$ cat src/design/frdc_pkg.sv
// shared constants and types for the read data command engine
package frdc_pkg;
  // clock and timer granularity
  localparam int unsigned CLK_HZ = 200_000_000;
  localparam int unsigned TICK_US = 1000;
  localparam int unsigned TICK_CYC = CLK_HZ / 1_000_000 * TICK_US;
  // command opcodes, bits 4..0 of the first byte
  localparam logic [4:0] OP_READ_DATA = 5'h06;
  localparam logic [4:0] OP_READ_DEL = 5'h0C;
  // first command byte fields
  localparam int unsigned B0_MT = 7;
  localparam int unsigned B0_SK = 5;
  // second command byte fields
  localparam int unsigned B1_HDS = 2;
  // byte indices within the command
  localparam logic [3:0] CI_SEL = 4'h1;
  localparam logic [3:0] CI_CYL = 4'h2;
  localparam logic [3:0] CI_HEAD = 4'h3;
  localparam logic [3:0] CI_SEC = 4'h4;
  localparam logic [3:0] CI_SIZE = 4'h5;
  localparam logic [3:0] CI_EOT = 4'h6;
  localparam logic [3:0] CI_DTL = 4'h8;
  localparam logic [3:0] CMD_LAST = 4'h8;
  // result phase lengths
  localparam logic [2:0] RES_LAST = 3'h6;
  localparam logic [2:0] RES_LAST_INV = 3'h0;
  // interrupt codes
  localparam logic [1:0] IC_NORMAL = 2'h0;
  localparam logic [1:0] IC_ABNORMAL = 2'h1;
  localparam logic [1:0] IC_INVALID = 2'h2;
  // sector geometry
  localparam logic [7:0] SEC_FIRST = 8'h01;
  localparam logic [14:0] SHORT_SECTOR = 15'h0080;
  localparam logic [1:0] IDX_LIMIT = 2'h2;
  // engine states
  typedef enum logic [2:0] {
    FRDC_IDLE = 3'b000,
    FRDC_CMD = 3'b001,
    FRDC_SEEK = 3'b010,
    FRDC_LOAD = 3'b011,
    FRDC_SETTLE = 3'b100,
    FRDC_SCAN = 3'b101,
    FRDC_DATA = 3'b110,
    FRDC_RESULT = 3'b111
  } frdc_state_e;
endpackage

$ cat src/design/frdc_sync3.sv
// three-flop synchroniser with agreement filter for pin inputs
module frdc_sync3 #(
  parameter int unsigned WIDTH = 2
) (
  input wire logic clk_in,
  input wire logic sys_rst_in,
  input wire logic [WIDTH-1:0] pin_in,
  input wire logic [WIDTH-1:0] rst_val_in,
  output logic [WIDTH-1:0] level_out
);
  logic [WIDTH-1:0] s1_q;
  logic [WIDTH-1:0] s2_q;
  logic [WIDTH-1:0] s3_q;
  logic [WIDTH-1:0] lvl_q;

  // per bit: only stage two reads stage one; output moves on agreement
  for (genvar i = 0; i < WIDTH; i++) begin : g_bit
    always_ff @(posedge clk_in or posedge sys_rst_in) begin
      if (sys_rst_in) begin
        s1_q[i] <= 1'b0;
        s2_q[i] <= 1'b0;
        s3_q[i] <= 1'b0;
        lvl_q[i] <= 1'b0;
      end else begin
        s1_q[i] <= pin_in[i] ^ rst_val_in[i];
        s2_q[i] <= s1_q[i];
        s3_q[i] <= s2_q[i];
        if (s2_q[i] == s3_q[i]) begin
          lvl_q[i] <= s3_q[i];
        end
      end
    end
  end

  // idle level is applied outside the flops, so reset stays constant
  assign level_out = lvl_q ^ rst_val_in;
endmodule

$ cat src/design/frdc_timer.sv
// countdown of whole ticks, used for head settle and head unload
module frdc_timer #(
  parameter int unsigned TICK = 200000
) (
  input wire logic clk_in,
  input wire logic sys_rst_in,
  input wire logic start_in,
  input wire logic [7:0] units_in,
  output logic expired_out
);
  localparam logic [17:0] TICK_LAST = 18'(TICK - 1);
  logic [17:0] sub_q;
  logic [7:0] units_q;
  logic expired_q;

  // prescaler restarts on start so the first unit is full length
  always_ff @(posedge clk_in or posedge sys_rst_in) begin
    if (sys_rst_in) begin
      sub_q <= 18'h00000;
      units_q <= 8'h00;
      expired_q <= 1'b1;
    end else if (start_in) begin
      sub_q <= TICK_LAST;
      units_q <= units_in;
      expired_q <= (units_in == 8'h00);
    end else if (!expired_q) begin
      if (sub_q != 18'h00000) begin
        sub_q <= sub_q - 18'h00001;
      end else begin
        sub_q <= TICK_LAST;
        units_q <= units_q - 8'h01;
        expired_q <= (units_q == 8'h01);
      end
    end
  end

  assign expired_out = expired_q;
endmodule

$ cat src/design/frdc_engine.sv
// read data command engine: command bytes, search, transfer, results
//
// Summary of operation
// - read data and read deleted share parameters and results; opcode is bits 4..0
// - with implied seek enabled, seek first, drive busy bit held meanwhile
// - failed seek reported in status zero, cylinder holds failing position
// - load head, settle if unloaded, match sector ID, move data to FIFO
// - after each sector, step sector number and read the next one
// - transfer end or FIFO overrun stops data; finish sector, check CRC
// - size code selects 128 shifted left by the code, up to 16 Kbytes
// - size zero with short length below 128 sends only that many bytes
// - both-sides flag reads side 0 then side 1 of one cylinder
// - head stays loaded for unload interval; new command skips settling
// - two index pulses with no ID field seen between them: code 01, no-data flag, stop
// - ID or data CRC error: code 01, data error, ID case field CRC
// - deleted-pass clear: deleted mark read, control mark set, no advance
// - deleted-pass set: deleted mark skipped with control mark set
// - sector address advances automatically unless skip handling forbids
// - at last sector, sector returns 01; side 0 with both-sides flips head
module frdc_engine
  import frdc_pkg::*;
#(
  parameter int unsigned TICK_CYCLES = TICK_CYC
) (
  input wire logic clk_in,
  input wire logic sys_rst_in,
  // host command and result bytes
  input wire logic [7:0] cmd_byte_in,
  input wire logic cmd_wr_in,
  input wire logic res_rd_in,
  output logic [7:0] res_byte_out,
  output logic res_valid_out,
  output logic cmd_busy_out,
  // configuration
  input wire logic implied_seek_en_in,
  input wire logic [7:0] settle_units_in,
  input wire logic [7:0] unload_units_in,
  // fifo toward the host
  input wire logic fifo_full_in,
  output logic [7:0] fifo_data_out,
  output logic fifo_wr_out,
  // seek logic
  input wire logic seek_done_in,
  input wire logic seek_fail_in,
  input wire logic [7:0] seek_fail_cyl_in,
  output logic seek_req_out,
  output logic [7:0] seek_cyl_out,
  output logic [3:0] drive_busy_out,
  // drive pins and data separator
  input wire logic hole_pulse_n_in,
  input wire logic transfer_end_signal_in,
  input wire logic id_found_in,
  input wire logic id_crc_ok_in,
  input wire logic [7:0] id_cyl_in,
  input wire logic [7:0] id_head_in,
  input wire logic [7:0] id_sec_in,
  input wire logic [7:0] id_size_in,
  input wire logic mark_found_in,
  input wire logic mark_deleted_in,
  input wire logic [7:0] rd_byte_in,
  input wire logic rd_byte_valid_in,
  input wire logic field_end_in,
  input wire logic field_crc_ok_in,
  output logic head_load_out,
  output logic head_sel_out,
  output logic [1:0] drive_sel_out
);
  frdc_state_e state_q;
  logic [3:0] cmd_idx_q;
  logic [2:0] res_idx_q, res_last_q;
  logic both_sides_flag_q, deleted_pass_flag_q, want_del_q, hds_q;
  logic [1:0] ds_q, interrupt_code_q, idx_cnt_q, pins;
  logic [7:0] cyl_q, head_q, sec_q, size_q, last_sector_number_q;
  logic [7:0] short_length_q, st0, st1, st2;
  logic equip_q, no_data_flag_q, data_error_flag_q, field_crc_flag_q;
  logic control_mark_flag_q, mark_seen_q, skip_q, stop_q, head_loaded_q;
  logic [14:0] byte_cnt_q, xfer_len, sector_len;
  logic idx_prev_q, idx_rise, stop_now, mark_mismatch, at_last, end_cyl;
  logic settle_start, settle_done, unload_start, unload_done, seek_go;

  // index pulse idles high (active low); transfer end idles low
  frdc_sync3 #(.WIDTH(2)) u_sync (
    .clk_in(clk_in),
    .sys_rst_in(sys_rst_in),
    .pin_in({transfer_end_signal_in, hole_pulse_n_in}),
    .rst_val_in(2'b01),
    .level_out(pins)
  );

  frdc_timer #(.TICK(TICK_CYCLES)) u_settle (
    .clk_in(clk_in),
    .sys_rst_in(sys_rst_in),
    .start_in(settle_start),
    .units_in(settle_units_in),
    .expired_out(settle_done)
  );

  frdc_timer #(.TICK(TICK_CYCLES)) u_unload (
    .clk_in(clk_in),
    .sys_rst_in(sys_rst_in),
    .start_in(unload_start),
    .units_in(unload_units_in),
    .expired_out(unload_done)
  );

  // rising edge of the active index level
  always_ff @(posedge clk_in or posedge sys_rst_in) begin
    if (sys_rst_in) begin
      idx_prev_q <= 1'b0;
    end else begin
      idx_prev_q <= !pins[0];
    end
  end
  assign idx_rise = !pins[0] && !idx_prev_q;

  // bytes per sector and bytes actually handed to the host
  assign sector_len = SHORT_SECTOR << size_q[2:0];
  always_comb begin
    if (size_q[2:0] == 3'h0 && short_length_q < SHORT_SECTOR[7:0]) begin
      xfer_len = {7'h00, short_length_q};
    end else begin
      xfer_len = sector_len;
    end
  end

  assign stop_now = pins[1] || (fifo_wr_out && fifo_full_in);
  assign mark_mismatch = mark_deleted_in != want_del_q;
  assign at_last = sec_q == last_sector_number_q;
  // with both sides, only side 1 closes the cylinder
  assign end_cyl = at_last && !(both_sides_flag_q && !head_q[0]);
  assign settle_start = state_q == FRDC_LOAD && !head_loaded_q;
  assign unload_start = state_q == FRDC_DATA && field_end_in;
  assign seek_go = state_q == FRDC_CMD && cmd_wr_in &&
                   cmd_idx_q == CMD_LAST && implied_seek_en_in;

  // status bytes presented in the result phase
  assign st0 = {interrupt_code_q, 1'b0, equip_q, 1'b0, hds_q, ds_q};
  assign st1 = {2'b00, data_error_flag_q, 2'b00, no_data_flag_q, 2'b00};
  assign st2 = {1'b0, control_mark_flag_q, field_crc_flag_q, 5'h00};

  // main sequence
  always_ff @(posedge clk_in or posedge sys_rst_in) begin
    if (sys_rst_in) begin
      state_q <= FRDC_IDLE;
      cmd_idx_q <= 4'h0;
      res_idx_q <= 3'h0;
      res_last_q <= RES_LAST;
    end else begin
      unique case (state_q)
        FRDC_IDLE: begin
          res_idx_q <= 3'h0;
          cmd_idx_q <= 4'h1;
          if (cmd_wr_in) begin
            // only the low five bits tell the commands apart
            if (cmd_byte_in[4:0] == OP_READ_DATA ||
                cmd_byte_in[4:0] == OP_READ_DEL) begin
              state_q <= FRDC_CMD;
            end else begin
              res_last_q <= RES_LAST_INV;
              state_q <= FRDC_RESULT;
            end
          end
        end
        FRDC_CMD: begin
          if (cmd_wr_in) begin
            cmd_idx_q <= cmd_idx_q + 4'h1;
            if (cmd_idx_q == CMD_LAST) begin
              res_last_q <= RES_LAST;
              state_q <= implied_seek_en_in ? FRDC_SEEK : FRDC_LOAD;
            end
          end
        end
        FRDC_SEEK: begin
          if (seek_fail_in) begin
            state_q <= FRDC_RESULT;
          end else if (seek_done_in) begin
            state_q <= FRDC_LOAD;
          end
        end
        FRDC_LOAD: begin
          // a head still loaded from the last command needs no settle
          state_q <= head_loaded_q ? FRDC_SCAN : FRDC_SETTLE;
        end
        FRDC_SETTLE: begin
          if (settle_done) begin
            state_q <= FRDC_SCAN;
          end
        end
        FRDC_SCAN: begin
          if (id_found_in && !id_crc_ok_in) begin
            state_q <= FRDC_RESULT;
          end else if (id_found_in && id_cyl_in == cyl_q &&
                       id_head_in == head_q && id_sec_in == sec_q &&
                       id_size_in == size_q) begin
            state_q <= FRDC_DATA;
          end else if (idx_rise && idx_cnt_q == IDX_LIMIT - 2'h1) begin
            state_q <= FRDC_RESULT;
          end
        end
        FRDC_DATA: begin
          if (field_end_in) begin
            if (!field_crc_ok_in || stop_q || stop_now || end_cyl ||
                (control_mark_flag_q && !deleted_pass_flag_q)) begin
              state_q <= FRDC_RESULT;
            end else begin
              state_q <= FRDC_SCAN;
            end
          end
        end
        FRDC_RESULT: begin
          if (res_rd_in && res_valid_out) begin
            res_idx_q <= res_idx_q + 3'h1;
            if (res_idx_q == res_last_q) begin
              state_q <= FRDC_IDLE;
            end
          end
        end
      endcase
    end
  end

  // parameter capture and sector address advance
  always_ff @(posedge clk_in or posedge sys_rst_in) begin
    if (sys_rst_in) begin
      both_sides_flag_q <= 1'b0;
      deleted_pass_flag_q <= 1'b0;
      want_del_q <= 1'b0;
      hds_q <= 1'b0;
      ds_q <= 2'h0;
      cyl_q <= 8'h00;
      head_q <= 8'h00;
      sec_q <= 8'h00;
      size_q <= 8'h00;
      last_sector_number_q <= 8'h00;
      short_length_q <= 8'h00;
    end else if (state_q == FRDC_IDLE && cmd_wr_in) begin
      both_sides_flag_q <= cmd_byte_in[B0_MT];
      deleted_pass_flag_q <= cmd_byte_in[B0_SK];
      want_del_q <= cmd_byte_in[4:0] == OP_READ_DEL;
      hds_q <= 1'b0;
      ds_q <= 2'h0;
    end else if (state_q == FRDC_CMD && cmd_wr_in) begin
      unique case (cmd_idx_q)
        CI_SEL: {hds_q, ds_q} <= cmd_byte_in[B1_HDS:0];
        CI_CYL: cyl_q <= cmd_byte_in;
        CI_HEAD: head_q <= cmd_byte_in;
        CI_SEC: sec_q <= cmd_byte_in;
        CI_SIZE: size_q <= cmd_byte_in;
        CI_EOT: last_sector_number_q <= cmd_byte_in;
        CI_DTL: short_length_q <= cmd_byte_in;
        default: ;
      endcase
    end else if (state_q == FRDC_SEEK && seek_fail_in) begin
      cyl_q <= seek_fail_cyl_in;
    end else if (state_q == FRDC_DATA && field_end_in && field_crc_ok_in &&
                 !(control_mark_flag_q && !deleted_pass_flag_q)) begin
      if (at_last) begin
        sec_q <= SEC_FIRST;
        if (both_sides_flag_q) begin
          head_q[0] <= !head_q[0];
          hds_q <= !hds_q;
        end
        if (!both_sides_flag_q || head_q[0]) begin
          cyl_q <= cyl_q + 8'h01;
        end
      end else begin
        sec_q <= sec_q + 8'h01;
      end
    end
  end

  // error and status flags, cleared when a command starts
  always_ff @(posedge clk_in or posedge sys_rst_in) begin
    if (sys_rst_in) begin
      interrupt_code_q <= IC_NORMAL;
      equip_q <= 1'b0;
      no_data_flag_q <= 1'b0;
      data_error_flag_q <= 1'b0;
      field_crc_flag_q <= 1'b0;
      control_mark_flag_q <= 1'b0;
    end else if (state_q == FRDC_IDLE && cmd_wr_in) begin
      interrupt_code_q <= IC_NORMAL;
      equip_q <= 1'b0;
      no_data_flag_q <= 1'b0;
      data_error_flag_q <= 1'b0;
      field_crc_flag_q <= 1'b0;
      control_mark_flag_q <= 1'b0;
      if (cmd_byte_in[4:0] != OP_READ_DATA &&
          cmd_byte_in[4:0] != OP_READ_DEL) begin
        interrupt_code_q <= IC_INVALID;
      end
    end else if (state_q == FRDC_SEEK && seek_fail_in) begin
      interrupt_code_q <= IC_ABNORMAL;
      equip_q <= 1'b1;
    end else if (state_q == FRDC_SCAN) begin
      if (id_found_in && !id_crc_ok_in) begin
        interrupt_code_q <= IC_ABNORMAL;
        data_error_flag_q <= 1'b1;
        field_crc_flag_q <= 1'b1;
      end else if (!id_found_in && idx_rise &&
                   idx_cnt_q == IDX_LIMIT - 2'h1) begin
        interrupt_code_q <= IC_ABNORMAL;
        no_data_flag_q <= 1'b1;
      end
    end else if (state_q == FRDC_DATA) begin
      if (mark_found_in && !mark_seen_q && mark_mismatch) begin
        control_mark_flag_q <= 1'b1;
      end
      if (field_end_in && !field_crc_ok_in) begin
        interrupt_code_q <= IC_ABNORMAL;
        data_error_flag_q <= 1'b1;
      end
    end
  end

  // index counting and per-sector transfer tracking
  always_ff @(posedge clk_in or posedge sys_rst_in) begin
    if (sys_rst_in) begin
      idx_cnt_q <= 2'h0;
      mark_seen_q <= 1'b0;
      skip_q <= 1'b0;
      stop_q <= 1'b0;
      byte_cnt_q <= 15'h0000;
    end else if (state_q == FRDC_IDLE) begin
      idx_cnt_q <= 2'h0;
      stop_q <= 1'b0;
    end else if (state_q == FRDC_SCAN) begin
      mark_seen_q <= 1'b0;
      skip_q <= 1'b0;
      byte_cnt_q <= 15'h0000;
      if (id_found_in) begin
        idx_cnt_q <= 2'h0;
      end else if (idx_rise) begin
        idx_cnt_q <= idx_cnt_q + 2'h1;
      end
      stop_q <= stop_q || stop_now;
    end else if (state_q == FRDC_DATA) begin
      stop_q <= stop_q || stop_now;
      if (mark_found_in && !mark_seen_q) begin
        mark_seen_q <= 1'b1;
        skip_q <= mark_mismatch && deleted_pass_flag_q;
      end
      if (rd_byte_valid_in) begin
        byte_cnt_q <= byte_cnt_q + 15'h0001;
      end
    end
  end

  // data delivery; later bytes of the sector are read but dropped
  always_ff @(posedge clk_in or posedge sys_rst_in) begin
    if (sys_rst_in) begin
      fifo_data_out <= 8'h00;
      fifo_wr_out <= 1'b0;
    end else begin
      fifo_data_out <= rd_byte_in;
      fifo_wr_out <= state_q == FRDC_DATA && mark_seen_q && !skip_q &&
                     rd_byte_valid_in && !stop_q && !stop_now &&
                     byte_cnt_q < xfer_len;
    end
  end

  // head load state kept until the unload interval runs out
  always_ff @(posedge clk_in or posedge sys_rst_in) begin
    if (sys_rst_in) begin
      head_loaded_q <= 1'b0;
    end else if (settle_start) begin
      head_loaded_q <= 1'b1;
    end else if (state_q == FRDC_IDLE && unload_done) begin
      head_loaded_q <= 1'b0;
    end
  end

  // drive-facing outputs, all registered
  always_ff @(posedge clk_in or posedge sys_rst_in) begin
    if (sys_rst_in) begin
      seek_req_out <= 1'b0;
      seek_cyl_out <= 8'h00;
      drive_busy_out <= 4'h0;
      head_load_out <= 1'b0;
      head_sel_out <= 1'b0;
      drive_sel_out <= 2'h0;
    end else begin
      seek_req_out <= seek_go;
      seek_cyl_out <= cyl_q;
      for (int d = 0; d < 4; d++) begin
        drive_busy_out[d] <= (state_q == FRDC_SEEK || seek_go) &&
                             ds_q == 2'(d);
      end
      head_load_out <= head_loaded_q || settle_start;
      head_sel_out <= hds_q;
      drive_sel_out <= ds_q;
    end
  end

  // result byte presented from the index of the next read
  always_ff @(posedge clk_in or posedge sys_rst_in) begin
    if (sys_rst_in) begin
      res_byte_out <= 8'h00;
      res_valid_out <= 1'b0;
      cmd_busy_out <= 1'b0;
    end else begin
      res_valid_out <= state_q == FRDC_RESULT &&
                       !(res_rd_in && res_valid_out &&
                         res_idx_q == res_last_q);
      cmd_busy_out <= state_q != FRDC_IDLE ||
                      (cmd_wr_in && res_idx_q == 3'h0);
      unique case (res_idx_q + 3'(res_rd_in && res_valid_out))
        3'h0: res_byte_out <= st0;
        3'h1: res_byte_out <= st1;
        3'h2: res_byte_out <= st2;
        3'h3: res_byte_out <= cyl_q;
        3'h4: res_byte_out <= head_q;
        3'h5: res_byte_out <= sec_q;
        default: res_byte_out <= size_q;
      endcase
    end
  end
endmodule

$ cat config.mk
export PLATFORM = sky130hd
export DESIGN_NAME = frdc_engine
export DESIGN_NICKNAME = d
export VERILOG_FILES = /design/src/design/frdc_pkg.sv /design/src/design/frdc_sync3.sv /design/src/design/frdc_timer.sv /design/src/design/frdc_engine.sv
export SDC_FILE = /design/constraint.sdc
export NUM_CORES = 1
export LEC_CHECK = 0
export CAP_MARGIN = 25
export CORE_AREA = 3 3 107 160
export CTS_CLUSTER_DIAMETER = 80
export DETAILED_ROUTE_END_ITERATION = 16
export DIE_AREA = 0 0 110 163
export DONT_BUFFER_PORTS = 1
export MAX_ROUTING_LAYER = met4
export PLACE_DENSITY = 0.79
export SYNTH_ARGS = -nofsm -noshare
export SYNTH_HDL_FRONTEND = slang
export SYNTH_SLANG_ARGS = --single-unit
$ cat constraint.sdc
create_clock -name clk_in -period 6.56 [get_ports clk_in]
set_clock_uncertainty 0.1 [all_clocks]
set_input_delay 0.656 -clock clk_in [delete_from_list [all_inputs] [get_ports clk_in]]
set_output_delay 0.656 -clock clk_in [all_outputs]
set_load 0.02 [all_outputs]
# --- Word level (Yosys, flattened, before mapping) ---
# Cells that the tools add are included.
op_classes:
  n_reduce_logical: 133
  add_sub_neg: 11
  bitwise_logic: 3
  shifts: 1
  n_mux: 120
  eq_ne: 63
  n_lt_le_gt_ge: 2
ops:
  columns: ["cell", "count"]
  rows:
  - ["$mux W8", 17]
  - ["$mux W18", 6]
  - ["$mux W15", 4]
  - ["$mux W3", 18]
  - ["$mux W1", 53]
  - ["$pmux W8 S6", 1]
  - ["$logic_and A1 B1 Y1", 43]
  - ["$eq A8 B8 Y1", 5]
  - ["$reduce_bool A18 Y1", 2]
  - ["$reduce_bool A2 Y1", 18]
  - ["$sub A18 B1 Y18 const B", 2]
  - ["$reduce_bool A3 Y1", 11]
  - ["$mux W2", 16]
  - ["$pmux W3 S8", 1]
  - ["$reduce_and A3 Y1", 8]
  - ["$ne A2 B1 Y1 const B", 10]
  - ["$eq A3 B3 Y1 const B", 6]
  - ["$ne A2 B2 Y1 const B", 9]
  - ["$add A8 B1 Y8 const B", 2]
  - ["$eq A8 B1 Y1 const B", 2]
  - ["$logic_not A1 Y1", 16]
  - ["$logic_not A8 Y1", 2]
  - ["$reduce_and A4 Y1", 4]
  - ["$sub A8 B1 Y8 const B", 2]
  - ["39 further kinds", 75]
totals:
  inputBits: 89
  register_bits: 194
  wordCells: 387
  output_inout_bits: 36

# --- Longest topological paths before layout ---
# Gate-level depths: netlist of run 1.
depth:
  ltp_word: 9
  depth_mapped: 10
  depth_no_buf: 10

# --- By module ---
# From an unflattened synthesis of run 1, not the netlist that was laid out.
unflattened:
  cells_unflattened: 1068
  hier_area_um2: 10450.0
modules_own_cells:
  columns: ["mod", "seq_area_each_um2", "instances", "area_each_um2", "cells_per_inst"]
  rows:
  - ["frdc_engine", 3254.4, 1, 7158.1, 723]
  - ["frdc_timer", 676.9, 2, 1515.2, 165]
  - ["frdc_sync3", 200.2, 1, 261.5, 15]

# --- Worst setup path before layout of run 1 ---
# No wires, ideal clock.
synth_timing:
  kind: "in2reg"
  start: "input port res_rd_in"
  end: "register res_byte_out[2]"
  path_stages: 10
  required_ns: 6.382
  setup_ns: 0.078
  setup_slack_ns: 4.119
  n_path_buf: 1
  arrival_ns: 2.263
  cell_sequence: "nand2_1 -> inv_1 -> ha_1 -> ha_1 -> xor2_1 -> clkbuf_1 -> nand2_1 -> a21oi_1 -> a311oi_1 -> a21oi_1"
synth_via:
  elab_chain_len: 4
  word_cells_on_any_way: 9
  classes_between: "add/sub (1); eq/ne (5); mux (1); reduce/logical (2)"
synth_rtl:
  columns: ["item", "line_no", "source"]
  rows:
  - ["start: declaration", "frdc_engine.sv:30", "input wire logic res_rd_in,"]
  - ["$logic_and A1 B1 Y1 (*)", "frdc_engine.sv:407", "unique case (res_idx_q + 3'(res_rd_in && res_valid_out))"]
  - ["$add A3 B1 Y3 (*)", "frdc_engine.sv:407", null]
  - ["$eq A3 B3 Y1, or another cell as far along", "frdc_engine.sv:407", null]
  - ["$pmux W8 S6 (*)", "frdc_engine.sv:407", null]
  - ["end signal: assignment", "frdc_engine.sv:408", "3'h0: res_byte_out <= st0;"]
  - ["end signal: assignment", "frdc_engine.sv:409", "3'h1: res_byte_out <= st1;"]
  - ["end signal: assignment", "frdc_engine.sv:410", "3'h2: res_byte_out <= st2;"]
  - ["end: declaration", "frdc_engine.sv:31", "output logic [7:0] res_byte_out,"]
# Every way passes the cells marked *; elsewhere a longest branch is shown, timed or not.
# A chain may end at the register's enable or synchronous reset.

# --- Final worst setup path of run 1 ---
layout_timing:
  start: "register state_q[1]"
  end: "register cyl_q[7]"
layout_via:
  elab_chain_len: 6
  word_cells_on_any_way: 18
  classes_between: "eq/ne (4); mux (2); bitwise (1); reduce/logical (11)"
layout_rtl:
  columns: ["item", "line_no", "source"]
  rows:
  - ["start: declaration", "frdc_engine.sv:68", "frdc_state_e state_q;"]
  - ["start signal: assignment", "frdc_engine.sv:169", "state_q <= implied_seek_en_in ? FRDC_SEEK : FRDC_LOAD;"]
  - ["start signal: assignment", "frdc_engine.sv:182", "state_q <= head_loaded_q ? FRDC_SCAN : FRDC_SETTLE;"]
  - ["$eq A3 B3 Y1", "frdc_engine.sv:255", "end else if (state_q == FRDC_DATA && field_end_in && field_crc_ok_in &&"]
  - ["$logic_and A1 B1 Y1 (3 in series)", "frdc_engine.sv:255", null]
  - ["$reduce_bool A3 Y1 (no line)", null, null]
  - ["$reduce_and A5 Y1 (no line)", null, null]
  - ["end signal: assignment", "frdc_engine.sv:245", "CI_CYL: cyl_q <= cmd_byte_in;"]
  - ["end signal: assignment", "frdc_engine.sv:254", "cyl_q <= seek_fail_cyl_in;"]
  - ["end signal: assignment", "frdc_engine.sv:264", "cyl_q <= cyl_q + 8'h01;"]
  - ["end: declaration", "frdc_engine.sv:73", "logic [7:0] cyl_q, head_q, sec_q, size_q, last_sector_number_q;"]
# Parallel ways exist; a longest one is shown, timed or not.

==> metrics.yaml, run 1 <==
critPathRequiredTime_ns: 6.78
synthArstFlopShare_pct: 100.0
postCtsSetupBuffers: 0
grt_setup_unrepaired: "false"
clock_path_buffers: 2
fin_area_um2: 10810
first_iter_violations: 585
drt-pass1-iter-count: 5
dp_hpwl_um: 17830
hold_viol_final: 0
die_h_um: 163
setup_viol: 0
wl_per_cell_um: 20.10
clk_latency_ns: 0.43
grt_pass1_vias: 7876
synth_area_um2: 10090
reg2reg_from: "state_q[1]"
worstSetupEndpointType: "flop"
fin_nets: 1151
period_needed_ns: 3.561
ctsResizeCount: 0
met3_usage_pct: 6.069
cts-root-buf: "clkbuf_16"
worst_pin_slew_ns: 1.029
hold_class: "in2async"
synth_top_area_share_pct: 46.86
critPathKind: "reg2reg"
relSlewSlack_pct: 30.70
run_status: "finished, final reports clean"
dieArea_um2: 17930
antenna_found_initial: 0
grt_util_met1_pct: 35.81
ir_drop_mv: 0.2024
wl_um: 25040
layout-drive-gt1-share_pct: 7.862
place_congestion: 0.9068
cts_max_level: 4
synth_enable_flop_cells: 0
cellLeakagePower_nw: 4.549
core_um2: 15770
power_density_nw_per_um2: 384.4
grt_use_met2_pct: 47.27
hold_buffers: 0
dr_total_vias: 8015
drv_slew: 0
synth.most_common_cell: "dfrtp_1"
path_max_fanout: 31
yosysWarnings: 0
ys_seq_elements: 192
synth_area_leaders: "dfrtp_1 47%, xnor2_1 5.7%, nand2_1 4.6%, ha_1 4.0%, mux2_2 3.3%"
pin_count: 125
cts_num_sinks: 192
fin_crit_sh_pct: 54.28
place_ws_ns: 3.072
ys_seq_area_share_pct: 47.64
clk_pin_slew_ns: 0.07
ant_nets: 0
viasPerCell: 6.433
arrival_ns: 3.78
num_rows: 56
reg.largest.list: "u_settle.sub_q x18, u_unload.sub_q x18, byte_cnt_q x15"
yosys_most_used_dff: "dfrtp_1"
startpoint: "state_q[1]"
drv_cap: 0
synth_common_cells: "189 x dfrtp_1, 125 x nand2_1, 86 x nor2_1"
start_util_pct: 64.02
dieWidth_um: 110
timing.final.ws_setup_ns: 2.999
route.detailed.drc: 0
startpoint_type: "flop"
synth_cell_types: 71
place_area_um2: 10240
grt_start_max_net_pins: 126
placement.io_buffers: 0
syn_to_final_growth_pct: 7.129
synth_nets: 1169
fmax_mhz: 280.8
grt_use_total_pct: 29.95
cts_buffers: 17
yosys.area.top_type: "dfrtp_1"
tns_ns: 0
syn_area_per_cell_um2: 9.630
diodes: 0
rr_worst_depth: 5
top_usage_layer: "met2"
cts_tree: "built"
netlist_instances: 1048
grt_pass1_wl_um: 40100
globalRouteOverflowTotal: 0
-- routing by layer --
metal	share of wire, %	wire length (µm)	vias up
met5	0	0	-
met4	5.3	1330	0
met2	49	12290	313
li1	-	-	3708
met3	6.3	1577	92
met1	39	9845	3902
-- layout make-up --
cell class	instances	area (µm²)
well taps	203	254.0
fillers	1213	4954
clock inverters	12	137.6
repair buffers	5	37.54
flip-flops and latches	192	4808
multi-input cells	787	5029
inverters	27	108.9
clock buffers	20	436.7
-- cells in the final DEF, fill, tap and decap left out, drive strengths merged, types with 5 or more instances in the layout --
cell / instances
o211ai: 5
or3: 14
and2: 5
xor2: 25
a22o: 8
mux2i: 6
mux2: 30
nor4: 19
nand3: 30
buf: 5
a21o: 8
nand2: 126
clkinvlp: 5
a31oi: 12
o21a: 5
inv: 28
clkbuf: 20
a22oi: 5
xnor2: 66
nor3b: 7
dfrtp: 189
a21oi: 48
nand3b: 7
a211oi: 6
o21ai: 77
nor2b: 6
and3: 15
nor2: 86
ha: 32
nor3: 29
nand2b: 14
nor4b: 5
a221oi: 7
o22ai: 5
nand4: 27
-- metrics by stage --
step / hold WS (ns) / std cells / util (%) / power, W
after floorplan: 0.2312 / 1048 / - / 0.002795
after global placement: 0.2323 / 1213 / 64.89 / 0.003072
after detailed placement: 0.2371 / 1214 / 64.94 / 0.003115
after CTS: 0.1369 / 1246 / 68.58 / 0.004139
after global routing: 0.1240 / 1246 / 68.58 / 0.004421
final: 0.1332 / 1246 / 68.58 / 0.004156
-- kinds of logic (layout without fill, tap and decap cells) --
| kind of cell | Yosys count | in the layout | share of synthesized area [%] |
|---|---|---|---|
| xor gates and xnor gates | 91 | 91 | 7.897 |
| adders and majority gates | 34 | 34 | 4.166 |
| AOI/OAI and AO/OA | 214 | 214 | 13.12 |
| muxes | 36 | 36 | 3.942 |
| and+or+nand+nor | 412 | 412 | 20.65 |
| DFF | 192 | 192 | 47.64 |
| buffers and inverters | 69 | 64 | 2.579 |
-- final timing paths --
| path | end | slack [ns] |
|---|---|---|
| min in group clk_in | u_sync.s1_q[1] | 0.15 |
| worst max-delay path | cyl_q[7] | 3.00 |
| max in group asynchronous | state_q[1] | 4.82 |
| worst min register to register | u_sync.s2_q[0] | 0.25 |
| worst min-delay path | u_unload.sub_q[8] | 0.13 |
| worst max register to register | cyl_q[7] | 3.00 |
-- worst max-delay path, stage by stage (launching register included) --
cell	delay, ns
dfrtp_1	0.88
and4b_1	0.79
nand3_1	0.39
nor4b_1	0.53
o21ai_1	0.38
mux2_2	0.39
-- where the power goes --
group / internal, W / switching, W / leakage [nW]
logic: 0.000510 / 0.000699 / 1.88
registers: 0.00146 / 0.000464 / 2.41
clock network: 0.000564 / 0.000457 / 0.263
total: 0.00254 / 0.00162 / 4.55
Note: power is estimated with default switching activity, not from simulation.
==> run 2: changes to the inputs <==
--- a/config.mk
+++ b/config.mk
@@ -5,11 +5,12 @@
 export SDC_FILE = /design/constraint.sdc
 export NUM_CORES = 1
 export LEC_CHECK = 0
+export ABC_AREA = 1
 export CAP_MARGIN = 25
-export CORE_AREA = 3 3 107 160
+export CORE_AREA = 3 3 109 164
 export CTS_CLUSTER_DIAMETER = 80
 export DETAILED_ROUTE_END_ITERATION = 16
-export DIE_AREA = 0 0 110 163
+export DIE_AREA = 0 0 112 167
 export DONT_BUFFER_PORTS = 1
 export MAX_ROUTING_LAYER = met4
 export PLACE_DENSITY = 0.79
==> constraint.sdc (replaced) <==
create_clock -name clk_in -period 3.7 [get_ports clk_in]
set_clock_uncertainty 0.1 [all_clocks]
set_input_delay 0.37 -clock clk_in [delete_from_list [all_inputs] [get_ports clk_in]]
set_output_delay 0.37 -clock clk_in [all_outputs]
set_load 0.02 [all_outputs]
==> run 2 against run 1 <==
Wire length is 6.0% higher; setup slack worse by 1.8 ns; largest cell class unchanged; non-clock buffer count is 15 higher; worst hold slack worse by 0.12 ns; count of clock-buffer cells in the layout is 1 lower; critical path depth is 4 higher; maximum frequency is 42% higher; via count is 12% higher; largest power group unchanged; critical path type unchanged; area after synthesis is 4.4% higher; first-iteration DRC count is 24% higher; cell count is 27% higher; combinational power is 110% higher.
==> metrics.yaml, run 2 <==
startpoint_type: "flop"
ff_latch_area_um2: 4808  # unchanged
num_rows: 58  # +3.6%
synth_top_area_share_pct: 44.90  # -2.0 points
worst_pin_slew_ns: 0.7258  # -0.3028 ns
ant_nets: 0  # unchanged
grt_start_max_net_pins: 111  # -12%
power_density_nw_per_um2: 687.0  # +79%
pin_count: 125  # unchanged
drv_cap: 0  # unchanged
timing.final.ws_setup_ns: 1.188  # -1.811 ns
die_h_um: 167  # +2.5%
viasPerCell: 5.699  # -11%
place_congestion: 0.9581  # +5.7%
critPathRequiredTime_ns: 3.92  # -2.86 ns
crit_end: "u_settle.units_q[1]"
syn_area_per_cell_um2: 7.861  # -18%
fill_cells: 1370  # +13%
synth_cell_types: 54  # -24%
ys_seq_area_share_pct: 45.65  # -2.0 points
syn_to_final_growth_pct: 9.099
final_common_cell: "nand2_1"
utilization_pct: 69.15  # +0.57 points
ir_drop_mv: 0.4646  # +130%
synth_area_leaders: "dfrtp_1 45%, nand2_1 11%, inv_1 6.3%, o21ai_0 6.1%, nor2_1 4.7%"
synth_enable_flop_cells: 0  # unchanged
dieWidth_um: 112  # +1.8%
critPathKind: "reg2reg"
grt_pass1_vias: 9004  # +14%
dieArea_um2: 18700  # +4.3%
synth_nets: 1461  # +25%
hold_viol_final: 0  # unchanged
clk_pin_slew_ns: 0.07  # about the same
cts_buffers: 17  # unchanged
start_util_pct: 63.39  # -0.63 points
r2r-end: "u_settle.units_q[1]"
clk_latency_ns: 0.44  # about the same
period_needed_ns: 2.512  # -1.049 ns
multi_input_area_um2: 4885  # -2.9%
grt_pass1_wl_um: 43570  # +8.6%
cellLeakagePower_nw: 5.506  # +21%
startpoint: "u_settle.sub_q[0]"
antenna_found_initial: 0  # unchanged
place_ws_ns: 1.182  # -1.890 ns
drv_slew: 0  # unchanged
globalRouteOverflowTotal: 0  # unchanged
relSlewSlack_pct: 51.62  # +21 points
first_iter_violations: 725  # +24%
synth_common_cells: "308 x nand2_1, 189 x dfrtp_1, 178 x inv_1"
cts_tree: "built"
ys_seq_elements: 192  # unchanged
hold_class: "in2reg"
netlist_instances: 1340  # +28%
fin_nets: 1479  # +28%
cts_num_sinks: 192  # unchanged
diodes: 0  # unchanged
rrSetupSlack_ns: 1.19  # -1.81 ns
grt_setup_unrepaired: "false"
yosysWarnings: 0  # unchanged
setup_viol: 0  # unchanged
wl_per_cell_um: 16.80  # -16%
arrival_ns: 2.74  # -1.04 ns
fmax_mhz: 398.0  # +42%
path_max_fanout: 17  # -45%
reg2reg_from: "u_settle.sub_q[0]"
wl_um: 26540  # +6.0%
run_status: "finished, final reports clean"
route.detailed.drc: 0  # unchanged
fin_crit_sh_pct: 67.90  # +14 points
clock_path_buffers: 2  # unchanged
fin_area_um2: 11490  # +6.3%
dr_total_vias: 9004  # +12%
tns_ns: 0  # unchanged
cts_max_level: 4  # unchanged
core_um2: 16620  # +5.4%
drt-pass1-iter-count: 5  # unchanged
synth_area_um2: 10530  # +4.4%
placement.io_buffers: 0  # unchanged
yosys_most_used_dff: "dfrtp_1"
layout-drive-gt1-share_pct: 5.985  # -1.9 points
final_cell_mix: "308 x nand2_1, 189 x dfrtp_1, 177 x inv_1, 133 x nor2_1, 129 x o21ai_0"
yosys.area.top_type: "dfrtp_1"
rr_worst_depth: 9  # +4
reg.largest.list: "u_settle.sub_q x18, u_unload.sub_q x18, byte_cnt_q x15"
dp_hpwl_um: 20060  # +13%
cts-root-buf: "clkbuf_16"
synthArstFlopShare_pct: 100.0  # unchanged
synth.most_common_cell: "nand2_1"
ctsResizeCount: 0  # unchanged
grt_use_total_pct: 29.96  # about the same
place_area_um2: 10720  # +4.7%
worstSetupEndpointType: "flop"
[run 2: cell types whose count changed after synthesis, moves of 14 or more]
cell / delta
nand2_1: +183
inv_1: +151
o21ai_0: +65
nand3_1: +62
nor2_1: +47
xnor2_1: -47
clkbuf_1: -32
mux2_2: -30
and3_1: -15
nand2b_1: -14
or3_1: -14
[run 2: how the worst min path moves through the flow]
| stage | startpoint | slack (ns) | cells past startpoint | endpoint |
|---|---|---|---|---|
| 2_1_floorplan | u_sync.s1_q[0] | 0.23 | 0 | u_sync.s2_q[0] |
| 3_3_place_gp | u_sync.s1_q[1] | 0.23 | 0 | u_sync.s2_q[1] |
| 3_5_place_dp | u_sync.s1_q[1] | 0.24 | 0 | u_sync.s2_q[1] |
| 4_1_cts | unload_units_in[0] | 0.007 | 3 | u_unload.expired_out |
| 5_1_grt | cmd_byte_in[4] | 0.03 | 2 | sec_q[4] |
| 6_report | unload_units_in[0] | 0.02 | 3 | u_unload.expired_out |
[run 2: kinds of logic after synthesis]
family,synth area share (%)
flops,45.65
fa+ha+maj,3.991
xor+xnor,3.326
compound gates,12.65
buf+inv,7.982
simple gates,26.40
[run 2: cell type report]
type | instances | area share [%]
Tap cell | 210 | 2.286
Inverter | 190 | 6.304
Sequential cell | 192 | 41.84
Timing Repair Buffer | 20 | 1.916
Multi-Input combinational cell | 937 | 42.50
Clock inverter | 12 | 1.296
Clock buffer | 19 | 3.854
[run 2: critical path, stage by stage (launching register included)]
cell     delay [ns]
dfrtp_1        0.40
inv_1          0.13
ha_1           0.21
nand3_1        0.22
nor2_1         0.27
nand4_1        0.16
nand2_1        0.10
nand2_1        0.33
inv_2          0.36
o21ai_0        0.12
[run 2: power breakdown]
group          switching [W]  internal, W  total (W)
clock network       0.000839      0.00103    0.00187
logic                0.00166     0.000913    0.00257
registers           0.000753      0.00270    0.00346
[run 2: stage by stage]
stage	power, W	hold WS, ns	cells
floorplan	0.005324	0.2312	1340
global placement	0.005923	0.2315	1531
detailed placement	0.006009	0.2355	1531
CTS	0.007910	0.007196	1580
global route	0.008485	0.02981	1580
finish	0.007895	0.01765	1580
[run 2: timing repair]
| item | 4_1_cts | 5_1_grt |
|---|---|---|
| hold endpoints to repair | 206 | 0 |
| buffers inserted | 0 | 0 |
| hold buffers | 18 | 0 |
[run 2: routing by layer]
layer / up-vias / GRT usage, % / wire [µm]
met1: 4276 / 33.34 / 10260
met4: 0 / 13.34 / 1039
met2: 249 / 52.32 / 13920
met5: - / - / 0
li1: 4416 / - / -
met3: 63 / 5.307 / 1321
